File: config.mk
export PLATFORM = sky130hd
export DESIGN_NAME = converter_startup_config_regs
export DESIGN_NICKNAME = d
export VERILOG_FILES = /design/src/inc/conv_startup_pkg.sv /design/src/hw/converter_startup_config_regs.sv /design/src/hw/slot_decode.sv /design/src/hw/volt_expand.sv
export SDC_FILE = /design/constraint.sdc
export NUM_CORES = 1
export LEC_CHECK = 0
export BUFFER_PORTS_ARGS = -buffer_cell sky130_fd_sc_hd__buf_2
export CORE_MARGIN = 2
export CORE_UTILIZATION = 45
export CTS_BUF_LIST = sky130_fd_sc_hd__clkbuf_16
export CTS_CLUSTER_DIAMETER = 40
export CTS_CLUSTER_SIZE = 40
export DETAILED_ROUTE_END_ITERATION = 16
export PLACE_DENSITY_LB_ADDON = 0.15
export SYNTH_ARGS = -nofsm -noshare
export SYNTH_HDL_FRONTEND = slang
export SYNTH_SLANG_ARGS = --single-unit
File: constraint.sdc
create_clock -name mclk -period 7.59 [get_ports mclk]
set_input_delay 1.8975 -clock mclk [delete_from_list [all_inputs] [get_ports mclk]]
set_output_delay 1.8975 -clock mclk [all_outputs]
set_load 0.01 [all_outputs]
File: src/inc/conv_startup_pkg.sv
// constants for the converter start-up configuration bank
package conv_startup_pkg;
   // register indices; byte address is four times the index
   localparam logic [15:0] ONE_TWO_IDX    = 16'h7811;
   localparam logic [15:0] THREE_FOUR_IDX = 16'h7812;
   localparam logic [17:0] ONE_TWO_ADDR    = {ONE_TWO_IDX, 2'b00};
   localparam logic [17:0] THREE_FOUR_ADDR = {THREE_FOUR_IDX, 2'b00};
   // own-chosen control/status registers
   localparam logic [17:0] SEQ_CTRL_ADDR  = 18'h1E100;
   localparam logic [17:0] SEQ_STAT_ADDR  = 18'h1E104;
   // read-only expanded voltages, two converters per word, 0.1 mV units
   localparam logic [17:0] VOLT_LOW_ADDR  = 18'h1E108;
   localparam logic [17:0] VOLT_HIGH_ADDR = 18'h1E10C;
   // field positions
   localparam int HI_SLOT_LSB = 13;
   localparam int HI_VOLT_LSB = 8;
   localparam int LO_SLOT_LSB = 5;
   localparam int LO_VOLT_LSB = 0;
   localparam int SLOT_W      = 3;
   localparam int COARSE_W    = 5;
   localparam int CODE_W      = 7;
   localparam int VOLT_W      = 16;
   localparam int NUM_CONV    = 4;
   // reset values
   localparam logic [15:0] CFG_RESET = 16'h0000;
   // slot codes
   localparam logic [2:0] SLOT_OFF  = 3'h0;
   localparam logic [2:0] SLOT_LAST = 3'h5;
   localparam logic [2:0] SLOT_HW1  = 3'h6;
   localparam logic [2:0] SLOT_HW2  = 3'h7;
   // voltage coding, millivolts scaled by 10 (0.1 mV units)
   localparam int LOW_MIN_UV10  = 6000;
   localparam int LOW_MAX_UV10  = 18000;
   localparam int LOW_STEP_UV10 = 125;
   localparam logic [6:0] LOW_FLOOR_CODE = 7'h08;
   localparam logic [6:0] LOW_SAT_CODE   = 7'h68;
   localparam logic [6:0] LOW_FAST_MAX   = 7'h48;
   localparam int HIGH_MIN_UV10  = 8500;
   localparam int HIGH_MAX_UV10  = 34000;
   localparam int HIGH_STEP_UV10 = 250;
   localparam logic [6:0] HIGH_SAT_CODE  = 7'h66;
   // timeslot length
   localparam int SLOT_TIME_US = 2000;
   localparam int CLK_MHZ      = 20;
   localparam int SLOT_CYCLES  = SLOT_TIME_US * CLK_MHZ;
   localparam int NUM_SLOTS    = 5;
endpackage

File: src/hw/converter_startup_config_regs.sv
// What this block does
// - slot codes 0 off, 1-5 timeslots
// - codes 6,7 follow hardware enables
// - converter 1 code: 0.6V-1.8V, 12.5mV steps
// - stored field is code bits 6:2
// - converter 1 floor below 09h, saturate from 68h
// - converter 4 code: 0.85V-3.4V, 25mV steps
// - converter 4 stored field, 100mV steps
// - converter 4 saturates from 66h
// - converter 3 code: 0.85V-3.4V, 25mV steps
// - converter 3 stored field, 100mV steps
// - converter 3 saturates from 66h
// - field layout of both registers
// - all fields reset to zero
// - converter 1 voltage at bits 4:0
// - converter 3 voltage at bits 4:0
// - converter 2 fields at 15:13, 12:8
// - converter 1 slot at bits 7:5
`timescale 1ns/1ps
module converter_startup_config_regs
   import conv_startup_pkg::*;
#(
   parameter int SLOT_LEN = SLOT_CYCLES
)(
   // clock and reset
   input  wire logic        mclk,
   input  wire logic        sys_rst,
   // ahb-lite slave
   input  wire logic        hsel,
   input  wire logic [31:0] haddr,
   input  wire logic [1:0]  htrans,
   input  wire logic        hwrite,
   input  wire logic [2:0]  hsize,
   input  wire logic [31:0] hwdata,
   input  wire logic        hready,
   output logic      [31:0] hrdata,
   output logic             hreadyout,
   output logic             hresp,
   // hardware enable pins
   input  wire logic        hwEnable1Pin,
   input  wire logic        hwEnable2Pin,
   // converter outputs
   output logic      [3:0]  convEnable,
   output logic      [6:0]  conv1VoltCode,
   output logic      [6:0]  conv2VoltCode,
   output logic      [6:0]  conv3VoltCode,
   output logic      [6:0]  conv4VoltCode,
   output logic             fastModeViolation
);
   typedef enum logic [1:0] {SEQ_IDLE, SEQ_STEP, SEQ_DONE} seq_state_t;

   logic [15:0] oneTwo_q, threeFour_q;
   logic        fastMode_q;
   logic        wrPend_q;
   logic [17:0] wrAddr_q;
   logic [31:0] rdData_q;
   logic [1:0]  hw1Sync_q, hw2Sync_q;
   seq_state_t  seq_q, seq_d;
   logic [2:0]  slot_q, slot_d;
   logic [31:0] cnt_q, cnt_d;
   logic [3:0]  en_q;
   logic [6:0]  code1_q, code2_q, code3_q, code4_q;
   logic        viol_q;

   // bus decode
   wire        addrPhase = hsel && hready && htrans[1];
   wire        wordAcc   = (hsize == 3'h2);
   wire [17:0] rdAddr    = haddr[17:0];
   wire        hiZero    = (haddr[31:18] == 14'h0000);
   wire        selOneTwo = hiZero && (rdAddr == ONE_TWO_ADDR);
   wire        selThree  = hiZero && (rdAddr == THREE_FOUR_ADDR);
   wire        selCtrl   = hiZero && (rdAddr == SEQ_CTRL_ADDR);
   wire        selStat   = hiZero && (rdAddr == SEQ_STAT_ADDR);
   wire        selVoltLo = hiZero && (rdAddr == VOLT_LOW_ADDR);
   wire        selVoltHi = hiZero && (rdAddr == VOLT_HIGH_ADDR);

   // write strobes, one per writable register, in the data phase
   wire        wrOneTwo  = wrPend_q && (wrAddr_q == ONE_TWO_ADDR);
   wire        wrThree   = wrPend_q && (wrAddr_q == THREE_FOUR_ADDR);
   wire        wrCtrl    = wrPend_q && (wrAddr_q == SEQ_CTRL_ADDR);
   wire        startReq  = wrCtrl && hwdata[0];

   // pins are asynchronous to mclk
   wire hwEn1 = hw1Sync_q[1];
   wire hwEn2 = hw2Sync_q[1];

   // field extraction
   wire [2:0] slot1   = oneTwo_q[LO_SLOT_LSB +: SLOT_W];
   wire [4:0] coarse1 = oneTwo_q[LO_VOLT_LSB +: COARSE_W];
   wire [2:0] slot2   = oneTwo_q[HI_SLOT_LSB +: SLOT_W];
   wire [4:0] coarse2 = oneTwo_q[HI_VOLT_LSB +: COARSE_W];
   wire [2:0] slot3   = threeFour_q[LO_SLOT_LSB +: SLOT_W];
   wire [4:0] coarse3 = threeFour_q[LO_VOLT_LSB +: COARSE_W];
   wire [2:0] slot4   = threeFour_q[HI_SLOT_LSB +: SLOT_W];
   wire [4:0] coarse4 = threeFour_q[HI_VOLT_LSB +: COARSE_W];
   wire [11:0] slots  = {slot4, slot3, slot2, slot1};

   // per-converter expansion results, converter 1 in the lowest slice
   wire [4*COARSE_W-1:0] coarses = {coarse4, coarse3, coarse2, coarse1};
   wire [4*CODE_W-1:0]   fulls;
   wire [4*VOLT_W-1:0]   volts;
   wire [CODE_W-1:0]     full1   = fulls[0*CODE_W +: CODE_W];
   wire [CODE_W-1:0]     full2   = fulls[1*CODE_W +: CODE_W];
   wire [CODE_W-1:0]     full3   = fulls[2*CODE_W +: CODE_W];
   wire [CODE_W-1:0]     full4   = fulls[3*CODE_W +: CODE_W];
   wire [3:0]            enNext;
   wire                  seqRun  = (seq_q != SEQ_IDLE);
   wire                  slotEnd = (cnt_q == 32'(SLOT_LEN - 1));
   wire                  seqDone = (seq_q == SEQ_DONE);

   // read words
   wire [31:0] oneTwoWord    = {16'h0000, oneTwo_q};
   wire [31:0] threeFourWord = {16'h0000, threeFour_q};
   wire [31:0] ctrlWord      = {30'h00000000, fastMode_q, 1'b0};
   wire [31:0] statWord      = {20'h00000, en_q, 1'b0, slot_q, 2'(seq_q), viol_q, seqDone};
   wire [31:0] voltLowWord   = volts[0 +: 32];
   wire [31:0] voltHighWord  = volts[32 +: 32];

   // read mux; unmapped offsets read as zero
   wire [31:0] rdMux = selOneTwo ? oneTwoWord :
                       selThree  ? threeFourWord :
                       selCtrl   ? ctrlWord :
                       selStat   ? statWord :
                       selVoltLo ? voltLowWord :
                       selVoltHi ? voltHighWord :
                       32'h00000000;

   // sequencer next state
   always_comb begin
      seq_d  = seq_q;
      slot_d = slot_q;
      cnt_d  = cnt_q;
      unique case (seq_q)
         SEQ_IDLE: begin
            if (startReq) begin
               seq_d  = SEQ_STEP;
               slot_d = 3'h1;
               cnt_d  = 32'h00000000;
            end
         end
         SEQ_STEP: begin
            if (slotEnd) begin
               cnt_d = 32'h00000000;
               if (slot_q == 3'(NUM_SLOTS)) begin
                  seq_d = SEQ_DONE;
               end else begin
                  slot_d = slot_q + 3'h1;
               end
            end else begin
               cnt_d = cnt_q + 32'h00000001;
            end
         end
         SEQ_DONE: begin
            if (startReq) begin
               seq_d  = SEQ_STEP;
               slot_d = 3'h1;
               cnt_d  = 32'h00000000;
            end
         end
         // the fourth code of the state word is unused; fall back to idle
         default: begin
            seq_d = SEQ_IDLE;
         end
      endcase
   end

   genvar gi;
   generate
      for (gi = 0; gi < NUM_CONV; gi++) begin : g_slot
         slot_decode u_dec (
            .slotSel (slots[gi*3 +: 3]),
            .seqRun  (seqRun),
            .seqSlot (slot_q),
            .hwEn1   (hwEn1),
            .hwEn2   (hwEn2),
            .convEn  (enNext[gi])
         );
         // converters 1 and 2 use the fine low range, 3 and 4 the wide one
         volt_expand #(.LOW_RANGE(gi < 2)) u_volt (
            .coarse   (coarses[gi*COARSE_W +: COARSE_W]),
            .fullCode (fulls[gi*CODE_W +: CODE_W]),
            .outUv10  (volts[gi*VOLT_W +: VOLT_W])
         );
      end
   endgenerate

   // bus pipeline: capture write address, read data in the address phase
   always_ff @(posedge mclk) begin
      if (sys_rst) begin
         wrPend_q <= 1'b0;
         wrAddr_q <= 18'h00000;
         rdData_q <= 32'h00000000;
      end else begin
         wrPend_q <= addrPhase && hwrite && wordAcc && hiZero;
         wrAddr_q <= rdAddr;
         if (addrPhase && !hwrite) begin
            rdData_q <= rdMux;
         end
      end
   end

   // configuration registers; upper half of the bus word is ignored
   always_ff @(posedge mclk) begin
      if (sys_rst) begin
         oneTwo_q <= CFG_RESET;
      end else if (wrOneTwo) begin
         oneTwo_q <= hwdata[15:0];
      end
   end

   always_ff @(posedge mclk) begin
      if (sys_rst) begin
         threeFour_q <= CFG_RESET;
      end else if (wrThree) begin
         threeFour_q <= hwdata[15:0];
      end
   end

   always_ff @(posedge mclk) begin
      if (sys_rst) begin
         fastMode_q <= 1'b0;
      end else if (wrCtrl) begin
         fastMode_q <= hwdata[1];
      end
   end

   // synchronisers
   always_ff @(posedge mclk) begin
      if (sys_rst) begin
         hw1Sync_q <= 2'b00;
         hw2Sync_q <= 2'b00;
      end else begin
         hw1Sync_q <= {hw1Sync_q[0], hwEnable1Pin};
         hw2Sync_q <= {hw2Sync_q[0], hwEnable2Pin};
      end
   end

   // sequencer
   always_ff @(posedge mclk) begin
      if (sys_rst) begin
         seq_q  <= SEQ_IDLE;
         slot_q <= 3'h0;
         cnt_q  <= 32'h00000000;
      end else begin
         seq_q  <= seq_d;
         slot_q <= slot_d;
         cnt_q  <= cnt_d;
      end
   end

   // enables; pin-controlled ones lag their pin by three edges
   always_ff @(posedge mclk) begin
      if (sys_rst) begin
         en_q <= 4'h0;
      end else begin
         en_q <= enNext;
      end
   end

   // expanded codes
   always_ff @(posedge mclk) begin
      if (sys_rst) begin
         code1_q <= 7'h00;
         code2_q <= 7'h00;
         code3_q <= 7'h00;
         code4_q <= 7'h00;
      end else begin
         code1_q <= full1;
         code2_q <= full2;
         code3_q <= full3;
         code4_q <= full4;
      end
   end

   // flag rather than clamp: software owns the choice of code
   always_ff @(posedge mclk) begin
      if (sys_rst) begin
         viol_q <= 1'b0;
      end else begin
         viol_q <= fastMode_q && (full1 > LOW_FAST_MAX);
      end
   end

   assign hrdata            = rdData_q;
   assign hreadyout         = 1'b1;
   assign hresp             = 1'b0;
   assign convEnable        = en_q;
   assign conv1VoltCode     = code1_q;
   assign conv2VoltCode     = code2_q;
   assign conv3VoltCode     = code3_q;
   assign conv4VoltCode     = code4_q;
   assign fastModeViolation = viol_q;
endmodule // converter_startup_config_regs

File: src/hw/slot_decode.sv
`timescale 1ns/1ps
// decodes one converter's slot field into its enable
module slot_decode
   import conv_startup_pkg::*;
(
   // configuration
   input  wire logic [2:0] slotSel,
   // sequencer and hardware enables
   input  wire logic       seqRun,
   input  wire logic [2:0] seqSlot,
   input  wire logic       hwEn1,
   input  wire logic       hwEn2,
   // result
   output logic            convEn
);
   wire isTimed = (slotSel != SLOT_OFF) && (slotSel <= SLOT_LAST);
   wire timedOn = isTimed && seqRun && (seqSlot >= slotSel);
   wire hwOn    = (slotSel == SLOT_HW1) ? hwEn1 :
                  (slotSel == SLOT_HW2) ? hwEn2 : 1'b0;
   assign convEn = timedOn | hwOn;
endmodule // slot_decode

File: src/hw/volt_expand.sv
`timescale 1ns/1ps
// turns a stored coarse field into the full code and an output voltage
module volt_expand
   import conv_startup_pkg::*;
#(
   parameter bit LOW_RANGE = 1'b1
)(
   // stored field
   input  wire logic [4:0]  coarse,
   // expanded results
   output logic      [6:0]  fullCode,
   output logic      [15:0] outUv10
);
   wire [6:0]  code = {coarse, 2'b00};
   wire [15:0] lowV = (code <= LOW_FLOOR_CODE) ? 16'(LOW_MIN_UV10) :
                      (code >= LOW_SAT_CODE) ? 16'(LOW_MAX_UV10) :
                      16'(LOW_MIN_UV10 + (int'(code) - 8) * LOW_STEP_UV10);
   wire [15:0] highV = (code >= HIGH_SAT_CODE) ? 16'(HIGH_MAX_UV10) :
                       16'(HIGH_MIN_UV10 + int'(code) * HIGH_STEP_UV10);
   assign fullCode = code;
   assign outUv10  = LOW_RANGE ? lowV : highV;
endmodule // volt_expand

# == After elaboration in Yosys (flattened, before gate mapping) ==
# Index checks and enable logic that the tools add are counted.
# Widths: inputs -> output; s select.
# totals
regBits,158
latchBits,0
mem_bits_rw,0
romBits,0
inputBits,76
output_inout_bits,67
wordCells,151
n_memories,0
# classes
addsub,8
multipliers,4
n_div,0
order_cmp,15
eq_ne,26
n_shift,0
mux,31
bitwise_logic,4
reduce_logical,42
# op_table
cell,n
$mux 32,8
$eq 18x17->1 const B,9
$mux 16,6
$mul 32x8->16 const B,2
$pmux 32 s2,1
$add 14x16->16 const A,2
$add 15x16->16 const A,2
$add 32x1->32 const B,1
$eq 32x16->1 const B,1
$logic_and 1x1->1,29
$ge 7x7->1 const B,4
$eq 3x3->1 const B,9
$mul 5x7->12 const B,2
$sub 7x4->8 const B,2
$le 7x4->1 const B,2
$logic_not 14->1,1
$ge 3x3->1,4
$le 3x3->1 const B,4
$reduce_bool 3->1,4
$mux 3,3
$mux 1,8
$gt 7x7->1 const B,1
$mux 2,3
$ne 2x2->1 const B,3
other kinds (15),19

# == Depth between registers and ports, before layout ==
# Gate-level depths: netlist (run 1).
# logic_depth
depth_word,10
mapped_depth,21
ltp_nobuf,20

# == Hierarchy ==
# A second synthesis (run 1) with hierarchy kept.
# unflattened
hier_cells,1519
hier_area_um2,12705.9
# by_module_without_submodules
module,instances,cells_each,area_each_um2,seq_area_each_um2
converter_startup_config_regs,1,799,6942.9,3163.0
volt_expand (g_slot[2].u_volt ...),2,130,1078.5,0.0
volt_expand (g_slot[1].u_volt),1,200,1602.8,0.0
volt_expand (g_slot[0].u_volt),1,200,1587.8,0.0
slot_decode,4,15,103.8,0.0

# == Worst setup path after synthesis (run 1) ==
# No wires, ideal clock.
# synth_path
kind,reg-to-reg
startpoint,reg oneTwo_q[1]
endpoint,"reg rdData_q[15], in the netlist hrdata[15]"
setup_time_ns,0.070
arrival_time_ns,5.221
required_time_ns,7.520
path_slack_ns,2.299
path_stages_with_launch,21
path_buffers,1
period_less_slack_ns,5.291
cell_sequence,dfxtp_1 > clkbuf_1 > inv_1 > ha_1 > xnor2_1 > inv_1 > ha_1 > xnor2_1 > fa_1 > fa_1 > inv_1 > fa_1 > inv_1 > ha_1 > nand3_1 > o211ai_1 > o21ai_0 > o21ai_0 > or3_1 > and3_1 > a21oi_1
# synth_between
elab_chain_len,10
word_cells_on_any_way,12
classes_between,add/sub (2); mul (1); order compare (2); mux (7)
# synth_lines
element,line_no,source
"start, declared",converter_startup_config_regs.sv:52,"logic [15:0] oneTwo_q, threeFour_q;"
"start signal, assigned",converter_startup_config_regs.sv:207,oneTwo_q <= hwdata[15:0];
$sub 7x4->8,volt_expand.sv:17,16'(LOW_MIN_UV10 + (int'(code) - 8) * LOW_STEP_UV10);
$mul 32x8->16,volt_expand.sv:17,
$add 14x16->16,volt_expand.sv:17,
$mux 16,volt_expand.sv:16,(code >= LOW_SAT_CODE) ? 16'(LOW_MAX_UV10) :
$mux 16 (*),volt_expand.sv:15,wire [15:0] lowV = (code <= LOW_FLOOR_CODE) ? 16'(LOW_MIN_UV10) :
$mux 32 (*),converter_startup_config_regs.sv:124,selVoltLo ? voltLowWord :
$mux 32 (*),converter_startup_config_regs.sv:123,selStat ? statWord :
$mux 32 (*),converter_startup_config_regs.sv:122,selCtrl ? ctrlWord :
$mux 32 (*),converter_startup_config_regs.sv:121,selThree ? threeFourWord :
$mux 32 (*),converter_startup_config_regs.sv:120,wire [31:0] rdMux = selOneTwo ? oneTwoWord :
"end signal, assigned",converter_startup_config_regs.sv:197,rdData_q <= rdMux;
"end, declared",converter_startup_config_regs.sv:56,logic [31:0] rdData_q;
# Mark *: on every way between the ends. The rest lies on a longest branch, timed or not.
# A chain may end at the register's enable or synchronous reset.

# == Final worst setup path (run 1) ==
# layout_path
startpoint,reg oneTwo_q[1]
endpoint,"reg rdData_q[12], in the netlist hrdata[12]"
# Same word-level chain as after synthesis.

==> results of run 1 <==
cell type report:
class	count	share of cell area (%)
Tap cell	330	3.19
Inverter	154	4.46
Sequential cell	148	22.9
Multi-Input combinational cell	1006	59.7
Timing Repair Buffer	122	4.90
Clock inverter	15	1.60
Clock buffer	17	3.28
kinds of logic after synthesis:
kind of cell	after synthesis	synth area share, %
AOI/OAI and AO/OA	280	15.9
xor gates and xnor gates	63	4.78
adders and majority gates	178	22.7
buffers and inverters	217	7.73
DFF	148	25.7
muxes	46	4.01
other	2	0.0651
and+or+nand+nor	427	19.1
worst max-delay path by stage:
stage,endpoint,slack [ns],cells past startpoint
final,hrdata[12]$_SDFFE_PP0P_,1.49,19
after global routing,hrdata[12]$_SDFFE_PP0P_,1.08,19
after CTS,hrdata[12]$_SDFFE_PP0P_,1.56,19
after detailed placement,hrdata[12]$_SDFFE_PP0P_,1.59,19
after global placement,hrdata[12]$_SDFFE_PP0P_,1.67,19
after floorplan,hrdata[15]$_SDFFE_PP0P_,2.30,20
critical path, stage by stage (launching register included):
cell,delay (ns)
dfxtp_1,0.66
inv_1,0.27
ha_1,0.32
xnor2_1,0.48
inv_1,0.19
ha_1,0.35
xnor2_1,0.20
fa_1,0.47
fa_1,0.55
inv_1,0.06
fa_1,0.54
inv_1,0.05
ha_1,0.36
o21ai_0,0.17
a21oi_1,0.10
o21a_1,0.20
o21a_1,0.17
o31ai_1,0.38
a221oi_1,0.19
a2111oi_2,0.30
synthesized netlist by cell type, drive strengths merged (4+ instances only):
cell type and count:
inv 154, dfxtp 148, nor2 147, ha 126
a21oi 90, nand2 60, o21ai 57, fa 52
mux2i 44, xnor2 40, nor3 38, clkbuf 33
nor2b 33, nand3 32, buf 30, xor2 23
or3 17, a211oi 16, nor4 16, o21a 14
a21o 12, nand2b 12, nand3b 11, nand4 11
nor3b 11, a31oi 10, o211ai 9, and3 8
o2111ai 8, or2 8, a311oi 7, a32oi 7
and2 7, a221oi 6, o211a 5, or4 5
a2111oi 4, a22oi 4
stage by stage:
step           cell area [sq um]  std cells  power (uW)  hold WS [ns]
3_5_place_dp               12300       1760         872         0.420
2_1_floorplan              11600       1371         844         0.414
3_3_place_gp               12300       1760         871         0.427
4_1_cts                    13000       1792        1790         0.436
6_report                   13000       1792        1780         0.435
5_1_grt                    13000       1792        1840         0.461
state kept, by name, summed over array words and instances, names as in the netlist, 3 cells and up:
signal         count
cnt_q             32
hrdata            30
wrAddr_q          18
oneTwo_q          16
threeFour_q       16
conv1VoltCode      5
conv2VoltCode      5
conv3VoltCode      5
conv4VoltCode      5
convEnable         4
slot_q             3
routing by layer:
layer | global-route usage [%] | vias to the layer above | part of all wire, %
li1 | - | 4865 | -
met3 | 4.02 | 34 | 5.4
met1 | 31.2 | 4596 | 47
met2 | 38.2 | 231 | 46
met4 | 6.38 | 2 | 1.8
met5 | 0 | - | 0.043
power by group through the flow:
stage          logic, uW  clock network [uW]  registers (uW)
3_3_place_gp        64.2                   0             807
4_1_cts             65.1                 939             789
6_report            65.2                 926             789
3_5_place_dp        64.8                   0             807
2_1_floorplan       37.4                   0             807
5_1_grt             71.5                 976             790
==> impl_metrics.py, run 1 <==
metrics = {
    "timing": {
        "setup_tns_ns": 0,
        "min_period_ns": 6.10,
        "final_max_slew_viol_count": 0,
        "setup_violations": 0,
        "grt_setup_unrepaired": "no",
        "setup_ws_ns": 1.49,
        "hold_violations": 0,
        "fmax_mhz": 164,
        "fin_worst_skew_ns": 0.0105,
        "max_slew_margin_pct": 19.6,
        "worstMarginPinSlew_ns": 1.21,
        "period_share_pct": 80.4,
    },
    "die": {
        "initial_core_util_pct": 45.8,
        "dieArea_sq_um": 26900,
        "die_width_microns": 164,
        "top_level_ports": 143,
        "rows": 58,
        "die_h_microns": 164,
        "coreArea_sq_um": 25200,
    },
    "power": {
        "p_leak_uw": 0.00552,
        "combPwrFrac_pct": 3.7,
        "p_sw_share_pct": 24.5,
        "power.density_nw_per_um2": 137,
        "pwr-share-seq_pct": 44.3,
        "p_int_uw": 1340,
        "peakVddDrop_uv": 120,
        "p_switching_uw": 436,
        "clkPwrFrac_pct": 52.0,
    },
    "cts": {
        "path_clk_slew_ns": 0.07,
        "clockBufferDepth": 2,
        "cts_made_buffers": 17,
        "postCtsHoldBufs": 0,
        "cts_resized": 0,
        "tritoncts": "done",
        "clkLatencyLatePin_ns": 0.43,
        "cts_root_buf": "clkbuf_16",
        "cts_htree_levels": 4,
        "cts.sinks": 148,
        "cts_setup_buffers": 0,
    },
    "drt": {
        "vias": 9728,
        "drtPass1Iterations": 5,
        "drtAntennaViolNets": 0,
        "drc": 0,
        "wl_mm": 30.1,
        "routedWlPerCell_microns": 16.8,
        "via_per_inst": 5.43,
        "drtIter0Drc": 646,
    },
    "synth": {
        "synth-seq-cells": 148,
        "postSynthCellCount": 1361,
        "avgSynthCellArea_sq_um": 8.48,
        "synth.top_cell.area_share_pct": 25.7,
        "synth_edf_count": 0,
        "syn-cell-area_sq_um": 11500,
        "yosysTopAreaCell": "dfxtp_1",
        "ys_warn_count": 0,
        "seq_area_frac_synth_pct": 25.7,
        "synthDistinctLibCells": 81,
        "synth.top_cells.by_area": "dfxtp_1 26%, ha_1 14%, fa_1 9.0%",
        "synthFlopType": "dfxtp_1",
        "ys_async_sr_fraction_pct": 0,
    },
    "setup_path": {
        "reg2reg_slack_ns": 1.49,
        "ff2ff_path_depth": 19,
        "criticalPathCategory": "reg2reg",
        "required_ns": 7.91,
        "cp.arrival_ns": 6.42,
        "r2r_start": "oneTwo_q[1]$_SDFFE_PP0P_",
        "cp-end-kind": "flop",
        "startpoint": "oneTwo_q[1]$_SDFFE_PP0P_",
        "crit_fanout": 12,
        "r2r_end": "hrdata[12]$_SDFFE_PP0P_",
        "start_kind": "flop",
    },
    "place": {
        "io_buffers": 113,
        "place_ws_ns": 1.59,
        "hpwl_mm": 23.1,
        "gp_congestion": 0.870,
    },
    "hold_path": {
        "hold_path_depth": 1,
        "hold_path.startpoint": "hw2Sync_q[0]$_SDFF_PP0_",
        "whs_endpoint": "hw2Sync_q[1]$_SDFF_PP0_",
        "hp-class": "reg2reg",
    },
    "finish": {
        "layout-drive-gt1-share_pct": 12.7,
        "area_growth_pct": 12.3,
        "diodes": 0,
        "utilization_pct": 51.5,
        "layout_commonest_cell": "inv_1",
        "register_area_sq_um": 2960,
        "nFillCells": 2422,
        "most-common-layout-cells": "154 x inv_1, 148 x dfxtp_1, 145 x nor2_1",
        "final_nets": 1703,
        "multiInputGateArea_sq_um": 7740,
    },
    "flow_run": {
        "maxCapViolations": 0,
    },
    "grt": {
        "grt_pass1_wl_mm": 49.6,
        "grt_pass1_vias": 9681,
        "grt_use_total_pct": 23.2,
        "grt_overflow": 0,
        "antenna_found_initial": 1,
        "grt_max_degree": 88,
    },
    "status": {
        "status": "finished clean",
    },
}
Note: power is estimated with default switching activity, not from simulation.
==> run 2, diff against run 1 <==
Clock period 7.59 ns to 6.1 ns, I/O delays scaled along.
==> impl_metrics.py, run 2 (synthesis gave the netlist of run 1 again) <==
metrics = {
    "status": {
        "status": "finished clean",
    },
    "finish": {
        "layout_commonest_cell": "inv_1",
        "area_growth_pct": 12.5,
        "final_nets": 1709,
        "fin_cells": 1799,
        "layout-drive-gt1-share_pct": 13.1,
        "utilization_pct": 51.6,
        "largest_register": "cnt_q",
        "most-common-layout-cells": "154 x inv_1, 148 x dfxtp_1, 145 x nor2_1",
        "largest_reg_flops": 32,
    },
    "power": {
        "p_switching_uw": 562,
        "p_sw_share_pct": 26.5,
        "p_int_uw": 1560,
        "p_leak_uw": 0.00554,
        "power.density_nw_per_um2": 164,
        "combPwrFrac_pct": 3.8,
        "peakVddDrop_uv": 122,
        "clkPwrFrac_pct": 50.0,
        "pwr-share-seq_pct": 46.2,
    },
    "drt": {
        "wl_mm": 30.2,
        "drtAntennaViolNets": 0,
        "vias": 9978,
        "routedWlPerCell_microns": 16.8,
        "drtPass1Iterations": 5,
        "drtIter0Drc": 582,
        "via_per_inst": 5.55,
        "drc": 0,
    },
    "die": {
        "coreArea_sq_um": 25200,
        "top_level_ports": 143,
        "dieArea_sq_um": 26900,
        "rows": 58,
        "die_h_microns": 164,
        "initial_core_util_pct": 45.8,
        "die_width_microns": 164,
    },
    "setup_path": {
        "cp.arrival_ns": 5.89,
        "startpoint": "oneTwo_q[2]$_SDFFE_PP0P_",
        "start_kind": "flop",
        "required_ns": 6.43,
        "endpoint": "hrdata[12]$_SDFFE_PP0P_",
        "crit_fanout": 6,
        "cp-end-kind": "flop",
        "criticalPathCategory": "reg2reg",
        "reg2reg_slack_ns": 0.55,
        "r2r_start": "oneTwo_q[2]$_SDFFE_PP0P_",
        "r2r_end": "hrdata[12]$_SDFFE_PP0P_",
        "ff2ff_path_depth": 19,
    },
    "cts": {
        "postCtsHoldBufs": 0,
        "cts.sinks": 148,
        "cts_made_buffers": 17,
        "clkLatencyLatePin_ns": 0.44,
        "clockBufferDepth": 2,
        "cts_setup_buffers": 0,
        "cts_resized": 0,
        "cts_root_buf": "clkbuf_16",
        "cts_htree_levels": 4,
        "path_clk_slew_ns": 0.07,
        "tritoncts": "done",
    },
    "timing": {
        "min_period_ns": 5.55,
        "setup_tns_ns": 0,
        "grt_setup_unrepaired": "no",
        "worstMarginPinSlew_ns": 1.11,
        "period_share_pct": 91.1,
        "fmax_mhz": 180,
        "fin_worst_skew_ns": 0.0144,
        "max_slew_margin_pct": 26.2,
        "setup_ws_ns": 0.546,
        "final_max_slew_viol_count": 0,
        "hold_violations": 0,
        "setup_violations": 0,
    },
    "place": {
        "io_buffers": 113,
        "gp_congestion": 0.875,
        "hpwl_mm": 23.4,
        "dp.cells": 1766,
        "place_ws_ns": 0.639,
    },
    "grt": {
        "grt_use_total_pct": 23.0,
        "grt.busiest_layer": "met2",
        "antenna_found_initial": 1,
        "grt_max_degree": 71,
        "grt_pass1_vias": 9429,
        "grt_overflow": 0,
        "globalRouteMet2Util_pct": 37.2,
        "grt_pass1_wl_mm": 48.4,
        "globalRouteMet3Util_pct": 3.69,
        "grt_use_met1_pct": 31.0,
    },
    "hold_path": {
        "hold_path.startpoint": "hw1Sync_q[0]$_SDFF_PP0_",
        "hp-class": "reg2reg",
    },
    "flow_run": {
        "maxCapViolations": 0,
    },
}
-- run 2: through the flow --
step	hold slack (ns)	total power, uW	instance area, sq um
floorplan	0.414	1050	11600
global placement	0.421	1080	12400
detailed placement	0.430	1090	12400
CTS	0.446	2150	13000
global route	0.463	2190	13000
finish	0.441	2130	13000
-- run 2: area by class of cell --
class                           instances  area (sq um)
Antenna cell                            1          2.50
Timing Repair Buffer                  128           681
Sequential cell                       148          2960
Clock buffer                           17           425
Multi-Input combinational cell       1006          7740
Clock inverter                         15           188
Inverter                              154           578
Fill cell                            2450         12200
Tap cell                              330           413
-- run 2: worst max-delay path: stages, from the launching register on --
cell and delay [ns]:
dfxtp_1 0.48, inv_1 0.18, ha_1 0.28, xnor2_1 0.19, inv_1 0.13, ha_1 0.32, xnor2_1 0.21, fa_1 0.47
fa_1 0.54, inv_1 0.05, fa_1 0.55, inv_1 0.06, ha_1 0.35, o21ai_0 0.18, a21oi_1 0.11, o21a_1 0.20
o21a_1 0.17, o31ai_1 0.47, a221oi_1 0.22, a2111oi_2 0.29
-- run 2: routing by layer --
layer,part of all wire [%],vias to the layer above
li1,-,4892
met1,47,4757
met2,45,283
met3,6.0,44
met4,2.0,2
met5,0.043,-
-- run 2: power by group through the flow --
stage | sequential (uW) | clock (uW) | combinational [uW]
final | 982 | 1060 | 81.4
after CTS | 982 | 1080 | 81.4
after floorplan | 1000 | 0 | 46.5
after detailed placement | 1000 | 0 | 81.0
after global placement | 1000 | 0 | 80.6
after global routing | 983 | 1120 | 89.0
-- run 2: worst min-delay path by stage --
stage	end	depth (start not counted)
2_1_floorplan	hw1Sync_q[1]$_SDFF_PP0_	1
3_3_place_gp	hw1Sync_q[1]$_SDFF_PP0_	1
3_5_place_dp	hw1Sync_q[1]$_SDFF_PP0_	1
4_1_cts	hw1Sync_q[1]$_SDFF_PP0_	1
5_1_grt	hw1Sync_q[1]$_SDFF_PP0_	1
6_report	hw1Sync_q[1]$_SDFF_PP0_	1
